===== src/spi_cmd_regs.vh =====
// Constants for the SPI command decoder: command bytes with parity,
// frame geometry, lock keys, status byte layout and reset values.
// Included by spi_command_decode.v only.
`ifndef SPI_CMD_REGS_VH
`define SPI_CMD_REGS_VH

// Frame geometry.
`define FRAME_BITS 5'h10
`define BYTE_BITS 5'h08
`define CNT_MAX 5'h11

// Lock keys and the only valid sleep data.
`define LOCK_KEY 8'hAA
`define UNLOCK_KEY 8'h55
`define SLEEP_DATA 8'h00

// Status byte fixed pattern and flag positions.
`define STAT_FIXED 4'hA
`define STAT_WR_BIT 3
`define STAT_ERR_BIT 0

// Control commands.
`define CMD_LOCK 8'hBD
`define CMD_UNLOCK 8'hBB
`define CMD_SLEEP 8'h7D

// Write commands.
`define CMD_WR_CFG1 8'hB7
`define CMD_WR_CFG2 8'h95
`define CMD_WR_ERR_CFG 8'hDB
`define CMD_WR_ERR_STAT 8'hA9
`define CMD_WR_PWD_THR 8'h99
`define CMD_WR_CHECK 8'h93
`define CMD_WR_BIST 8'h9F
`define CMD_WR_WIN1 8'hED
`define CMD_WR_WIN2 8'h09
`define CMD_WR_DIAG_CFG 8'hCC
`define CMD_WR_DIAG_MUX 8'hC9

// Read commands.
`define CMD_RD_ID 8'h06
`define CMD_RD_REV 8'h0C
`define CMD_RD_CFG1 8'hAF
`define CMD_RD_CFG2 8'h48
`define CMD_RD_STAT1 8'h24
`define CMD_RD_STAT2 8'hC5
`define CMD_RD_STAT3 8'hA3
`define CMD_RD_STAT4 8'hA5
`define CMD_RD_STAT5 8'hC0
`define CMD_RD_ERR_CFG 8'h30
`define CMD_RD_ERR_STAT 8'hAA
`define CMD_RD_PWD_THR 8'h39
`define CMD_RD_CHECK 8'h44
`define CMD_RD_BIST 8'h3C
`define CMD_RD_WIN1 8'h2E
`define CMD_RD_WIN2 8'h05
`define CMD_RD_DIAG_CFG 8'hDD
`define CMD_RD_DIAG_MUX 8'hAC

// Initial register values.
`define RST_REG 8'h00
`define STATE_LSB 0
`define STATE_MSB 2

`endif


===== src/spi_command_decode.v =====
// SPI slave command decoder with software write lock and diagnostic gating.
// Assumes SCLK, NCS and SDI come from an external master in another clock
// domain and are oversampled by clk; reset is the power-on reset event.
`timescale 1ns/1ps
`default_nettype none
`include "spi_cmd_regs.vh"

// Behaviour
// Command byte must have even parity.
// Command code bits 7:1, parity bit 0.
// Bad parity or code flagged next response.
// Lock command with AAh sets write lock.
// Unlock command with 55h clears lock.
// Config one written only diagnostic, unlocked.
// Config two written only diagnostic, unlocked.
// Sleep command ignores lock, needs 00h.
// Safety error config: diagnostic, unlocked only.
// Safety error status: diagnostic, unlocked only.
// Pulse threshold: diagnostic, unlocked only.
// Window one config: diagnostic, unlocked only.
// Window two config: diagnostic, unlocked only.
// Power-on reset loads all initial values.
// Self-test completion reinitializes listed registers.
// State field shows current state at reinit.
// Software masks reserved bits on reads.
// Reads return register; rejected writes change nothing.
module spi_command_decode #(
    parameter [7:0] DEVICE_ID = 8'h5A, // Arbitrary value.
    parameter [7:0] DEVICE_REV = 8'h11 // Arbitrary value.
) (
    // Clock and power-on reset.
    input wire clk,
    input wire reset,
    // SPI pins.
    input wire spiClk,
    input wire chipSelect_n,
    input wire serialIn,
    output reg serialOut,
    output reg serialOutEnable,
    // Device condition, same clock domain.
    input wire diagState,
    input wire [2:0] deviceState,
    input wire logicSelfTestDone,
    input wire [7:0] safetyStat1,
    input wire [7:0] safetyStat3,
    input wire [7:0] stat2Events,
    input wire [7:0] stat4Events,
    // Control outputs.
    output reg writeLocked,
    output reg transceiverSleep,
    output reg [7:0] configOne,
    output reg [7:0] configTwo,
    output reg [7:0] safetyErrCfg,
    output reg [7:0] safetyErrStat,
    output reg [7:0] pulseThreshold,
    output reg [7:0] safetyCheckCtrl,
    output reg [7:0] selfTestCtrl,
    output reg [7:0] windowOne,
    output reg [7:0] windowTwo,
    output reg [7:0] diagCfgCtrl,
    output reg [7:0] diagMuxSel
);

    reg [2:0] sclkSync;
    reg [2:0] csSync;
    reg [1:0] sdiSync;
    reg [4:0] bitCount;
    reg [15:0] rxShift;
    reg [7:0] txByte;
    reg [7:0] safetyStat2;
    reg [7:0] safetyStat4;
    reg [7:0] safetyStat5;
    reg prevError;
    reg prevWrite;

    // Edges are taken from the second and third stages only.
    wire sclkFall = sclkSync[2] & ~sclkSync[1];
    wire sclkRise = ~sclkSync[2] & sclkSync[1];
    wire csFall = csSync[2] & ~csSync[1];
    wire csRise = ~csSync[2] & csSync[1];
    wire csActive = ~csSync[1];
    wire [7:0] cmdByte = rxShift[15:8];
    wire [7:0] dataByte = rxShift[7:0];
    wire parityOk = ~^cmdByte;
    wire [7:0] statusByte = {`STAT_FIXED, prevWrite, 2'b00, prevError};
    // Restricted writes need the diagnostic state and a clear lock.
    wire restrictedOk = diagState & ~writeLocked;

    reg [7:0] readData;

    // Decode on the command byte alone so read data is ready mid-frame.
    always @*
    begin
        readData = `RST_REG;
        case (rxShift[7:0])
            `CMD_RD_ID: readData = DEVICE_ID;
            `CMD_RD_REV: readData = DEVICE_REV;
            `CMD_RD_CFG1: readData = configOne;
            `CMD_RD_CFG2: readData = configTwo;
            `CMD_RD_STAT1: readData = safetyStat1;
            `CMD_RD_STAT2: readData = safetyStat2;
            `CMD_RD_STAT3: readData = safetyStat3;
            `CMD_RD_STAT4: readData = safetyStat4;
            `CMD_RD_STAT5: readData = safetyStat5;
            `CMD_RD_ERR_CFG: readData = safetyErrCfg;
            `CMD_RD_ERR_STAT: readData = safetyErrStat;
            `CMD_RD_PWD_THR: readData = pulseThreshold;
            `CMD_RD_CHECK: readData = safetyCheckCtrl;
            `CMD_RD_BIST: readData = selfTestCtrl;
            `CMD_RD_WIN1: readData = windowOne;
            `CMD_RD_WIN2: readData = windowTwo;
            `CMD_RD_DIAG_CFG: readData = diagCfgCtrl;
            `CMD_RD_DIAG_MUX: readData = diagMuxSel;
            default: readData = `RST_REG;
        endcase
    end

    // Final decode at frame end checks the command byte against every read and write code.
    reg endKnown;
    reg endWrite;
    always @*
    begin
        endKnown = 1'b1;
        endWrite = 1'b0;
        case (cmdByte)
            `CMD_RD_ID, `CMD_RD_REV, `CMD_RD_CFG1, `CMD_RD_CFG2,
            `CMD_RD_STAT1, `CMD_RD_STAT2, `CMD_RD_STAT3, `CMD_RD_STAT4,
            `CMD_RD_STAT5, `CMD_RD_ERR_CFG, `CMD_RD_ERR_STAT,
            `CMD_RD_PWD_THR, `CMD_RD_CHECK, `CMD_RD_BIST, `CMD_RD_WIN1,
            `CMD_RD_WIN2, `CMD_RD_DIAG_CFG, `CMD_RD_DIAG_MUX: endWrite = 1'b0;
            `CMD_LOCK, `CMD_UNLOCK, `CMD_SLEEP, `CMD_WR_CFG1,
            `CMD_WR_CFG2, `CMD_WR_ERR_CFG, `CMD_WR_ERR_STAT,
            `CMD_WR_PWD_THR, `CMD_WR_CHECK, `CMD_WR_BIST,
            `CMD_WR_WIN1, `CMD_WR_WIN2, `CMD_WR_DIAG_CFG,
            `CMD_WR_DIAG_MUX: endWrite = 1'b1;
            default: endKnown = 1'b0;
        endcase
    end

    wire frameOk = (bitCount == `FRAME_BITS) & parityOk & endKnown;
    wire commit = csRise & frameOk & endWrite;

    // Pin synchronisers and frame shifting.
    always @(posedge clk or posedge reset)
    begin
        if (reset)
        begin
            sclkSync <= 3'h0;
            csSync <= 3'h7;
            sdiSync <= 2'h0;
            bitCount <= 5'h00;
            rxShift <= 16'h0000;
            txByte <= `RST_REG;
            serialOut <= 1'b0;
            serialOutEnable <= 1'b0;
            prevError <= 1'b0;
            prevWrite <= 1'b0;
        end
        else
        begin
            sclkSync <= {sclkSync[1:0], spiClk};
            csSync <= {csSync[1:0], chipSelect_n};
            sdiSync <= {sdiSync[0], serialIn};
            serialOutEnable <= csActive;
            if (csFall)
            begin
                bitCount <= 5'h00;
                serialOut <= statusByte[7];
                // The first rise repeats bit 7, so the master sees it first.
                txByte <= statusByte;
            end
            else if (csActive && sclkFall)
            begin
                rxShift <= {rxShift[14:0], sdiSync[1]};
                if (bitCount != `CNT_MAX)
                    bitCount <= bitCount + 5'h01;
            end
            else if (csActive && sclkRise)
            begin
                if (bitCount == `BYTE_BITS)
                begin
                    // First data bit: the command byte is complete here.
                    serialOut <= readData[7];
                    txByte <= {readData[6:0], 1'b0};
                end
                else
                begin
                    serialOut <= txByte[7];
                    txByte <= {txByte[6:0], 1'b0};
                end
            end
            if (csRise)
            begin
                prevError <= ~frameOk;
                prevWrite <= frameOk & endWrite;
            end
        end
    end

    // Register file; reset is the power-on event that loads every register.
    always @(posedge clk or posedge reset)
    begin
        if (reset)
        begin
            writeLocked <= 1'b0;
            transceiverSleep <= 1'b0;
            configOne <= `RST_REG;
            configTwo <= `RST_REG;
            safetyErrCfg <= `RST_REG;
            safetyErrStat <= `RST_REG;
            pulseThreshold <= `RST_REG;
            safetyCheckCtrl <= `RST_REG;
            selfTestCtrl <= `RST_REG;
            windowOne <= `RST_REG;
            windowTwo <= `RST_REG;
            diagCfgCtrl <= `RST_REG;
            diagMuxSel <= `RST_REG;
            safetyStat2 <= `RST_REG;
            safetyStat4 <= `RST_REG;
            safetyStat5 <= `RST_REG;
        end
        else
        begin
            transceiverSleep <= 1'b0;
            // Sticky events are ORed in after reinit so a coincident set wins.
            if (logicSelfTestDone)
            begin
                safetyStat2 <= stat2Events;
                safetyStat4 <= stat4Events;
                safetyCheckCtrl <= `RST_REG;
                diagCfgCtrl <= `RST_REG;
                diagMuxSel <= `RST_REG;
            end
            else
            begin
                safetyStat2 <= safetyStat2 | stat2Events;
                safetyStat4 <= safetyStat4 | stat4Events;
            end
            // The state field follows deviceState on every clock, not only at reinit.
            safetyStat5 <= {5'h00, deviceState};
            if (commit)
            begin
                // Rejected writes fall through every branch untouched.
                case (cmdByte)
                    `CMD_LOCK:
                        if (dataByte == `LOCK_KEY)
                            writeLocked <= 1'b1;
                    `CMD_UNLOCK:
                        if (dataByte == `UNLOCK_KEY)
                            writeLocked <= 1'b0;
                    `CMD_SLEEP:
                        if (dataByte == `SLEEP_DATA)
                            transceiverSleep <= 1'b1;
                    `CMD_WR_CFG1:
                        if (restrictedOk)
                            configOne <= dataByte;
                    `CMD_WR_CFG2:
                        if (restrictedOk)
                            configTwo <= dataByte;
                    `CMD_WR_ERR_CFG:
                        if (restrictedOk)
                            safetyErrCfg <= dataByte;
                    `CMD_WR_ERR_STAT:
                        if (restrictedOk)
                            safetyErrStat <= dataByte;
                    `CMD_WR_PWD_THR:
                        if (restrictedOk)
                            pulseThreshold <= dataByte;
                    `CMD_WR_WIN1:
                        if (restrictedOk)
                            windowOne <= dataByte;
                    `CMD_WR_WIN2:
                        if (restrictedOk)
                            windowTwo <= dataByte;
                    `CMD_WR_BIST:
                        if (!writeLocked)
                            selfTestCtrl <= dataByte;
                    `CMD_WR_CHECK:
                        if (!logicSelfTestDone)
                            safetyCheckCtrl <= dataByte;
                    `CMD_WR_DIAG_CFG:
                        if (!logicSelfTestDone)
                            diagCfgCtrl <= dataByte;
                    `CMD_WR_DIAG_MUX:
                        if (!logicSelfTestDone)
                            diagMuxSel <= dataByte;
                    default:
                        writeLocked <= writeLocked;
                endcase
            end
        end
    end

endmodule
`default_nettype wire


===== config.mk =====
export PLATFORM = sky130hd
export DESIGN_NAME = spi_command_decode
export DESIGN_NICKNAME = d
export VERILOG_FILES = /design/src/spi_command_decode.v
export VERILOG_INCLUDE_DIRS = /design/src
export SDC_FILE = /design/constraint.sdc
export NUM_CORES = 1
export LEC_CHECK = 0
export BUFFER_PORTS_ARGS = -buffer_cell sky130_fd_sc_hd__buf_2
export CAP_MARGIN = 0
export CORE_ASPECT_RATIO = 1.4
export CORE_MARGIN = 4
export CORE_UTILIZATION = 45
export CTS_CLUSTER_SIZE = 8
export DETAILED_ROUTE_END_ITERATION = 8
export PLACE_DENSITY = 0.65
export SYNTH_ARGS = -nofsm -noshare
export SYNTH_HDL_FRONTEND = slang
export SYNTH_SLANG_ARGS = --single-unit

===== constraint.sdc =====
create_clock -name clk -period 13.3 [get_ports clk]
set_input_delay 0.665 -clock clk [delete_from_list [all_inputs] [get_ports clk]]
set_output_delay 0.665 -clock clk [all_outputs]
set_load 0.01 [all_outputs]

Yosys cells after proc, flatten, opt, wreduce, memory -nomap -nowiden --
Cells that the tools add are included. W data, S select, Z words.
Word-level totals: bits in registers 150, output and inout bits 92, logic and storage cells 159
Operators by class: $add $sub $neg 1, eq/ne operators 57, multiplexer cells 34, bitwise operators 19, reductions and logical operators 22
Operators by type and width (number):
- $eq A8 B8 Y1 const B | 28
- $mux W8 | 18
- $pmux W8 S18 | 1
- $eq A8 B6 Y1 const B | 10
- $eq A8 B7 Y1 const B | 6
- $eq A8 B3 Y1 const B | 4
- $reduce_or A32 Y1 | 1
- $eq A8 B4 Y1 const B | 3
- $reduce_and A3 Y1 | 8
- $or A8 B8 Y8 | 2
- $mux W5 | 3
- $reduce_or A14 Y1 | 1
- $mux W1 | 11
- $and A1 B1 Y1 | 10
- $logic_not A8 Y1 | 1
- $reduce_bool A2 Y1 | 4
- $reduce_xnor A8 Y1 | 1
- $not A1 Y1 | 7
- $ne A2 B2 Y1 const B | 3
- $reduce_and A2 Y1 | 3
- $add A5 B1 Y5 const B | 1
- $eq A5 B4 Y1 const B | 1
- $eq A5 B5 Y1 const B | 1
- $ne A5 B5 Y1 const B | 1
- 3 further kinds | 4

Depth between registers and ports, before layout --
Gate-level depths: netlist (run 1).
word-level depth 7, mapped depth 10, depth with buffers taken out 8

Least setup slack after synthesis (run 1) --
Ideal clock, no wire load.
kind register to register, start point register rxShift[8], end point register windowOne[0], setup time 125 ps, arrival 2557 ps, path slack 10618 ps, stages on the path, launching flop included 10, period minus slack after synthesis 2682 ps, cells stage by stage dfrtp_1 > inv_1 > ha_1 > xnor2_1 > xnor2_1 > nand4_2 > a31o_2 > buf_6 > nor4_4 > mux2_2
Between the ends: longest elaborated chain between the ends 7
RTL lines:
- from (decl) | line spi_command_decode.v:68 | reg [15:0] rxShift;
- from (signal assigned) | line spi_command_decode.v:174 | rxShift <= {rxShift[14:0], sdiSync[1]};
- $eq A8 B8 Y1 (tied with other cells) | line spi_command_decode.v:125 | case (cmdByte)
- $reduce_or A32 Y1 (no line)
- $mux W1 | line spi_command_decode.v:125
- $and A1 B1 Y1 | line spi_command_decode.v:140 | wire frameOk = (bitCount == `FRAME_BITS) & parityOk & endKnown;
- $and A1 B1 Y1 (2 in a row) | line spi_command_decode.v:141 | wire commit = csRise & frameOk & endWrite;
- $reduce_and A3 Y1 (no line) (*)
- to (signal assigned) | line spi_command_decode.v:214 | windowOne <= `RST_REG;
- to (signal assigned) | line spi_command_decode.v:271 | windowOne <= dataByte;
- to (decl) | line spi_command_decode.v:58 | output reg [7:0] windowOne,
Every way passes the cells marked *; elsewhere a longest branch is shown, timed or not. A chain may end at the register's enable or synchronous reset.

Worst setup path in the final report (run 1) --
start point register rxShift[11], end point register windowOne[4]
The elaborated chain is that of the path after synthesis.

==> flow_summary.ini, run 1 <==
[run_status]
outcome = completed

[worst_setup_path]
cp-start-kind = register
reg2regPathDepth = 8
critPathMaxFanout = 12
worstPathArrival_ns = 3.49
cp.required_ns = 13.61
worstSetupPathType = reg2reg
cp_slowest_cell = nor4_4
crit_family = simple AND/OR/NAND/NOR gates
path_cells = inv_1 -> ha_1 -> xnor2_1 -> xnor2_1 -> nand4_2 -> a31o_2 -> nor4_4 -> mux2_2
endpoint_kind = register
cpMostUsedCell = xnor2_1
critPathBufInv = 1
cp.depth = 8
critical_path.max_stage_delay_ns = 0.70

[final_layout]
fin_nets = 879
multiInputGateArea_um2 = 3744
antenna_cells = 0
seq_area_um2 = 3757
fillers = 1483
area_growth_pct = 19.23
instances_no_fill = 1032
drive_above_1_share = 0.3414

[cts]
cts_tree = built
clk_latency_ns = 0.42
cts_setup_buffers = 0
clk_path_buf_depth = 2
clock_sinks = 150
cts_repair_resize_count = 0
cts_max_level = 4
hold_buffers = 0
clockRootBuffer = clkbuf_16
cts.reportedPaths.clkPinSlew_ns = 0.06
cts_made_buffers = 17

[die]
io_pins = 134
start_util = 0.4615
fp-row-count = 56
core_um2 = 16820
die_w_um = 119.0
die-area_um2 = 19440
die_h_um = 163.4

[placement]
dp_hpwl_um = 19280
dp_slack_ns = 10.12
port_buffers = 133
dp_cells = 1000
place_congestion = 0.8850

[sta]
timing.slew.headroom = 0.09789
setup_violations = 0
fin_crit_sh = 0.2396
drv_slew = 0
fin_hold_ws_ns = 0.3411
rsz0062_at_grt = no
clock.fmax_ghz = 0.3138
fin_crit_ns = 3.187
timing.final.hold_violations = 0
worst-slew-pin-transition_ns = 1.346
fin_ws_ns = 10.11
fin_skew_ns = 0.005020
fin_tns_setup_ns = 0

[global_routing]
grt-ovfl-total = 0
grt_pass1_wl_um = 41140
grt_pass1_vias = 6641
grt_max_degree = 80
track_usage = 0.2810
antenna_found_initial = 0

[pwr]
p_total_mw = 1.197
power_leakage_nw = 4.330
ir_worst_vdd_uv = 76.88
pwr_density_cell_nw_per_um2 = 129.4

[synth]
synth_async_sr_flop_share = 1.000
netlist_area_um2 = 7761
yosys.cell_types.count = 69
yosys.area.top_type = dfrtp_1
ys_ff_latch = 150
synth_edf_count = 0
synth_ff_type = dfrtp_1
netlist.area_leader.share = 0.4740
yosys_warnings = 0
syn_avg_cell_area_um2 = 11.15
ys_seq_area_frac = 0.4841
synthTopCellsByArea = dfrtp_1 47%, mux2_2 10%, ha_1 3.4%
synth_nets = 759
netlist_instances = 696

[routing]
first_iter_violations = 591
finalWirelength_um = 27030
vias_per_cell = 6.274
ant_nets = 0
drc = 0
detail_route.wl_per_cell_um = 26.19
first_pass_iters = 7
vias = 6475

[hold_path]
min_path_type = in2reg
min_path_cells = 1

[job]
max_cap_violations = 0
[report_power, final]
group / internal [mW] / switching (mW) / total [mW]
combinational: 0.0574 / 0.134 / 0.191
sequential: 0.470 / 0.0164 / 0.487
clock: 0.325 / 0.195 / 0.520
total: 0.852 / 0.345 / 1.20
[per-layer routing]
metal  share of wire  up-vias  GRT usage
met5               0        -          0
met4           0.036        0     0.1212
met3           0.053       40    0.05057
met2            0.52      272     0.4816
met1            0.39     3329     0.3475
li1                -     2834          -
[worst register-to-register path, cell delays in order (launching register included)]
cell     delay (ns)
dfrtp_1        0.42
inv_1          0.10
ha_1           0.29
xnor2_1        0.14
xnor2_1        0.29
nand4_2        0.26
a31o_2         0.45
nor4_4         0.70
mux2_2         0.42
[stage by stage]
step | cell area [um^2] | utilization
detailed placement | 8625 | 0.5129
global placement | 8625 | 0.5129
finish | 9254 | 0.5503
CTS | 9254 | 0.5503
floorplan | 7761 | -
global route | 9254 | 0.5503
[Yosys cell counts (5+ instances only)]
master	number
a21o_1	16
a21oi_1	17
a221o_1	6
a222oi_1	5
a22o_1	5
a22oi_1	30
a31oi_1	5
a32oi_1	10
buf_2	7
clkbuf_1	36
dfrtp_1	147
ha_1	21
inv_1	21
mux2_2	71
mux2i_1	26
nand2_1	48
nand3_1	15
nand4_1	11
nor2_1	46
nor2b_1	9
nor3_1	5
nor4_1	7
nor4bb_1	5
o211ai_1	9
o21ai_0	27
o22ai_1	5
xor2_1	5
[final cells by class]
type                    instances  area share
flip-flops and latches        150      0.4060
inverters                      21    0.009059
multi-input cells             477      0.4045
clock buffers                  21     0.04976
well taps                     203     0.02745
repair buffers                149     0.08491
clock inverters                11     0.01825
[placed cells by master (no fill, tap or decap), types with 6 or more instances in the layout]
master       n
clkbuf_16   17
buf_4       16
o21ai_0     27
nor2b_1      9
ha_1        21
dfrtp_1    147
mux2i_1     26
a21o_1      16
a32oi_1     10
a221o_1      6
a21oi_1     17
nand3_1     15
nand2_1     48
nor4_1       6
nor2_1      45
nand4_1     11
o211ai_1     9
mux2_2      71
a22oi_1     30
inv_1       20
buf_2      133
[worst paths after layout]
| check | startpoint | end | slack (ns) |
|---|---|---|---|
| hold / removal | chipSelect_n | csSync[0]$_DFF_PP1_ | 0.34 |
| hold reg to reg | sdiSync[0]$_DFF_PP0_ | sdiSync[1]$_DFF_PP0_ | 0.34 |
| setup reg to reg | rxShift[11]$_DFFE_PP0P_ | windowOne[4]$_DFFE_PP0P_ | 10.11 |
| setup / recovery | rxShift[11]$_DFFE_PP0P_ | windowOne[4]$_DFFE_PP0P_ | 10.11 |
| max in group asynchronous | reset | rxShift[11]$_DFFE_PP0P_ | 11.53 |
| min in group asynchronous | reset | diagCfgCtrl[3]$_DFF_PP0_ | 0.35 |
[cells by family (layout without fill, tap and decap cells)]
logic type / Yosys count / after routing / synth area share
xor+xnor: 9 / 9 / 0.01016
simple gates: 192 / 192 / 0.1509
fa+ha+maj: 21 / 21 / 0.03385
buf+inv: 69 / 202 / 0.03708
compound gates: 158 / 158 / 0.1473
flops: 150 / 150 / 0.4841
mux: 97 / 97 / 0.1365
[flip-flops by register name, summed over array words and instances, names as in the netlist, 2 cells and up]
name	count
safetyStat4	8
safetyErrStat	8
windowOne	8
safetyCheckCtrl	8
txByte	8
rxShift	16
pulseThreshold	8
diagMuxSel	8
diagCfgCtrl	8
sclkSync	3
configOne	8
bitCount	5
selfTestCtrl	8
safetyStat2	8
csSync	3
windowTwo	8
configTwo	8
safetyStat5	3
sdiSync	2
safetyErrCfg	8
Note: power is estimated with default switching activity, not from simulation.
==> run 2, diff against run 1 <==
- ABC_AREA: unset -> 1
- clock period: 13.3 -> 3.3 ns (I/O delays scaled with it)
==> flow_summary.ini, run 2 <==
[sta]
fin_ws_ns = 0.5288
setup_violations = 0
drv_slew = 0
rsz0062_at_grt = no
fin_skew_ns = 0.01227
timing.slew.headroom = 0.3037
timing.final.hold_violations = 68
fin_crit_ns = 2.771
worst-slew-pin-transition_ns = 1.042
fin_hold_ws_ns = -0.03959
clock.fmax_ghz = 0.3609
fin_tns_setup_ns = 0
fin_crit_sh = 0.8398

[run_status]
outcome = finished, violations left
violations = negative hold slack

[final_layout]
fin_area_um2 = 9336
drive_above_1_share = 0.1907
largest_reg_flops = 16
top_register = rxShift
fillers = 1551
postLayoutCoreUtil = 0.5575
fin_nets = 1172
mostFrequentLayoutCell = nand2_1
area_growth_pct = 22.05
antenna_cells = 0
final_cell_mix = 293 x nand2_1, 147 x dfrtp_1, 133 x buf_2, 107 x nand3_1, 97 x nor2_1

[pwr]
power_frac_comb = 0.102
p_clk_frac = 0.464
p_switching_mw = 1.212
ir_worst_vdd_uv = 354.7
swShare = 0.2714
p_int_mw = 3.254
pwr_density_cell_nw_per_um2 = 478.3
seqPwrFrac = 0.434
power_leakage_nw = 4.753

[global_routing]
antenna_found_initial = 0
grt_pass1_wl_um = 40070
track_usage = 0.2701
grt_max_degree = 151
grt-ovfl-total = 0
grt_pass1_vias = 7190

[routing]
ant_nets = 0
detail_route.wl_per_cell_um = 19.29
first_pass_iters = 6
finalWirelength_um = 25550
vias_per_cell = 5.497
drc = 0
vias = 7283
first_iter_violations = 647

[die]
io_pins = 134
die_h_um = 162.3
fp-row-count = 56
core_um2 = 16750
die_w_um = 118.2
die-area_um2 = 19180
start_util = 0.4568

[worst_setup_path]
path_cells = inv_1 -> ha_1 -> nand2_1 -> nor2_1 -> nor2_1 -> nand4_1 -> nor2_2 -> nor2_4 -> nand3_2 -> nand2_1 -> o21ai_0
cp.required_ns = 3.58
endpoint_kind = register
worstPathArrival_ns = 3.05
critPathMaxFanout = 16
worstSetupPathType = reg2reg
crit_family = simple AND/OR/NAND/NOR gates
cp-start-kind = register
cp_slowest_cell = nor2_4
critPathBufInv = 1
critical_path.max_stage_delay_ns = 0.52

[placement]
dp_hpwl_um = 18710
port_buffers = 133
place_congestion = 0.9580
dp_slack_ns = 0.5417
place_area_um2 = 8493

[cts]
clk_latency_ns = 0.43
cts_setup_buffers = 0
clockRootBuffer = clkbuf_16
cts.reportedPaths.clkPinSlew_ns = 0.07
clk_path_buf_depth = 2
clock_sinks = 150
cts_made_buffers = 17
cts_tree = built
cts_max_level = 4

[synth]
ys_seq_area_frac = 0.4912
netlist_top_cells_count = 293 x nand2_1, 147 x dfrtp_1, 107 x nand3_1, 97 x nor2_1, 59 x inv_1
ys_ff_latch = 150
syn_avg_cell_area_um2 = 8.036
yosys.area.top_type = dfrtp_1
synthTopCellsByArea = dfrtp_1 48%, nand2_1 14%, nand3_1 7.0%
synth_most_common_cell = nand2_1
yosys.cell_types.count = 35
synth_nets = 1015
synth_ff_type = dfrtp_1
netlist_instances = 952
synth_async_sr_flop_share = 1.000
synth_edf_count = 0
netlist.area_leader.share = 0.4809
yosys_warnings = 0
netlist_area_um2 = 7650

[job]
max_cap_violations = 0

[hold_path]
min_path_type = in2async
## run 2: changes by cell type in the layout (fill, tap and decap cells not counted), moves of 9 or more
cell | before | now
o21ai_1 | 1 | 57
mux2_2 | 71 | 0
dlygate4sd3_1 | 0 | 22
inv_1 | 20 | 58
o21ai_0 | 27 | 40
a32oi_1 | 10 | 0
nand3_1 | 15 | 107
nand2_1 | 48 | 293
a22oi_1 | 30 | 0
mux2i_1 | 26 | 0
nor2_1 | 45 | 97
o211ai_1 | 9 | 0
nor2b_1 | 9 | 0
## run 2: kinds of logic (layout without fill, tap and decap cells)
| logic type | after synthesis | count (layout) | synth area share |
|---|---|---|---|
| compound gates | 140 | 140 | 0.1008 |
| simple gates | 549 | 549 | 0.3165 |
| fa+ha+maj | 21 | 21 | 0.03435 |
| xor+xnor | 3 | 3 | 0.003435 |
| flops | 150 | 150 | 0.4912 |
| buf+inv | 89 | 259 | 0.05381 |
## run 2: what timing repair did
item | 4_1_cts | 5_1_grt
hold endpoints to repair | 22 | 0
hold buffers | 22 | 0
resized for setup | 0 | 0
## run 2: stage by stage
step | power (mW) | cells
2_1_floorplan | 2.212 | 952
3_3_place_gp | 2.398 | 1271
3_5_place_dp | 2.400 | 1271
4_1_cts | 4.476 | 1325
5_1_grt | 4.617 | 1325
6_report | 4.466 | 1325
## run 2: worst reg2reg max path: stages, from the launching register on
cell and delay, ns:
dfrtp_1 0.43, inv_1 0.12, ha_1 0.25, nand2_1 0.14, nor2_1 0.22, nor2_1 0.08
nand4_1 0.12, nor2_2 0.07, nor2_4 0.52, nand3_2 0.42, nand2_1 0.16, o21ai_0 0.10
## run 2: worst paths after layout
| path | depth (start not counted) | slack, ns | end | start |
|---|---|---|---|---|
| setup reg to reg | 11 | 0.53 | safetyErrCfg[6]$_DFFE_PP0P_ | rxShift[8]$_DFFE_PP0P_ |
| setup / recovery | 11 | 0.53 | safetyErrCfg[6]$_DFFE_PP0P_ | rxShift[8]$_DFFE_PP0P_ |
| min in group clk | 4 | 0.17 | diagCfgCtrl[6]$_DFF_PP0_ | logicSelfTestDone |
| max in group asynchronous | 3 | 2.70 | rxShift[0]$_DFFE_PP0P_ | reset |
| hold reg to reg | 0 | 0.35 | csSync[1]$_DFF_PP1_ | csSync[0]$_DFF_PP1_ |
| hold / removal | 3 | -0.04 | safetyStat2[6]$_DFF_PP0_ | reset |
## run 2: layer usage
layer	routed length [um]	global-route usage	up-vias	share of wire
li1	-	-	3432	-
met1	10140	0.3430	3419	0.40
met2	12420	0.4450	369	0.49
met3	1834	0.04702	63	0.072
met4	1155	0.1376	0	0.045
met5	0	0	-	0
## run 2: layout make-up
class,instances,area [um^2],area share
flip-flops and latches,150,3757,0.4024
multi-input cells,713,3481,0.3728
clock inverters,13,170.2,0.01823
well taps,203,254.0,0.02720
repair buffers,168,996.0,0.1067
clock buffers,19,452.9,0.04851
inverters,59,225.2,0.02412
## run 2: power by group through the flow
stage	Sequential, mW	Combinational [mW]	Clock (mW)
detailed placement	1.97	0.430	0
finish	1.94	0.456	2.07
floorplan	1.96	0.256	0
CTS	1.94	0.450	2.09
global route	1.94	0.498	2.18
global placement	1.97	0.428	0
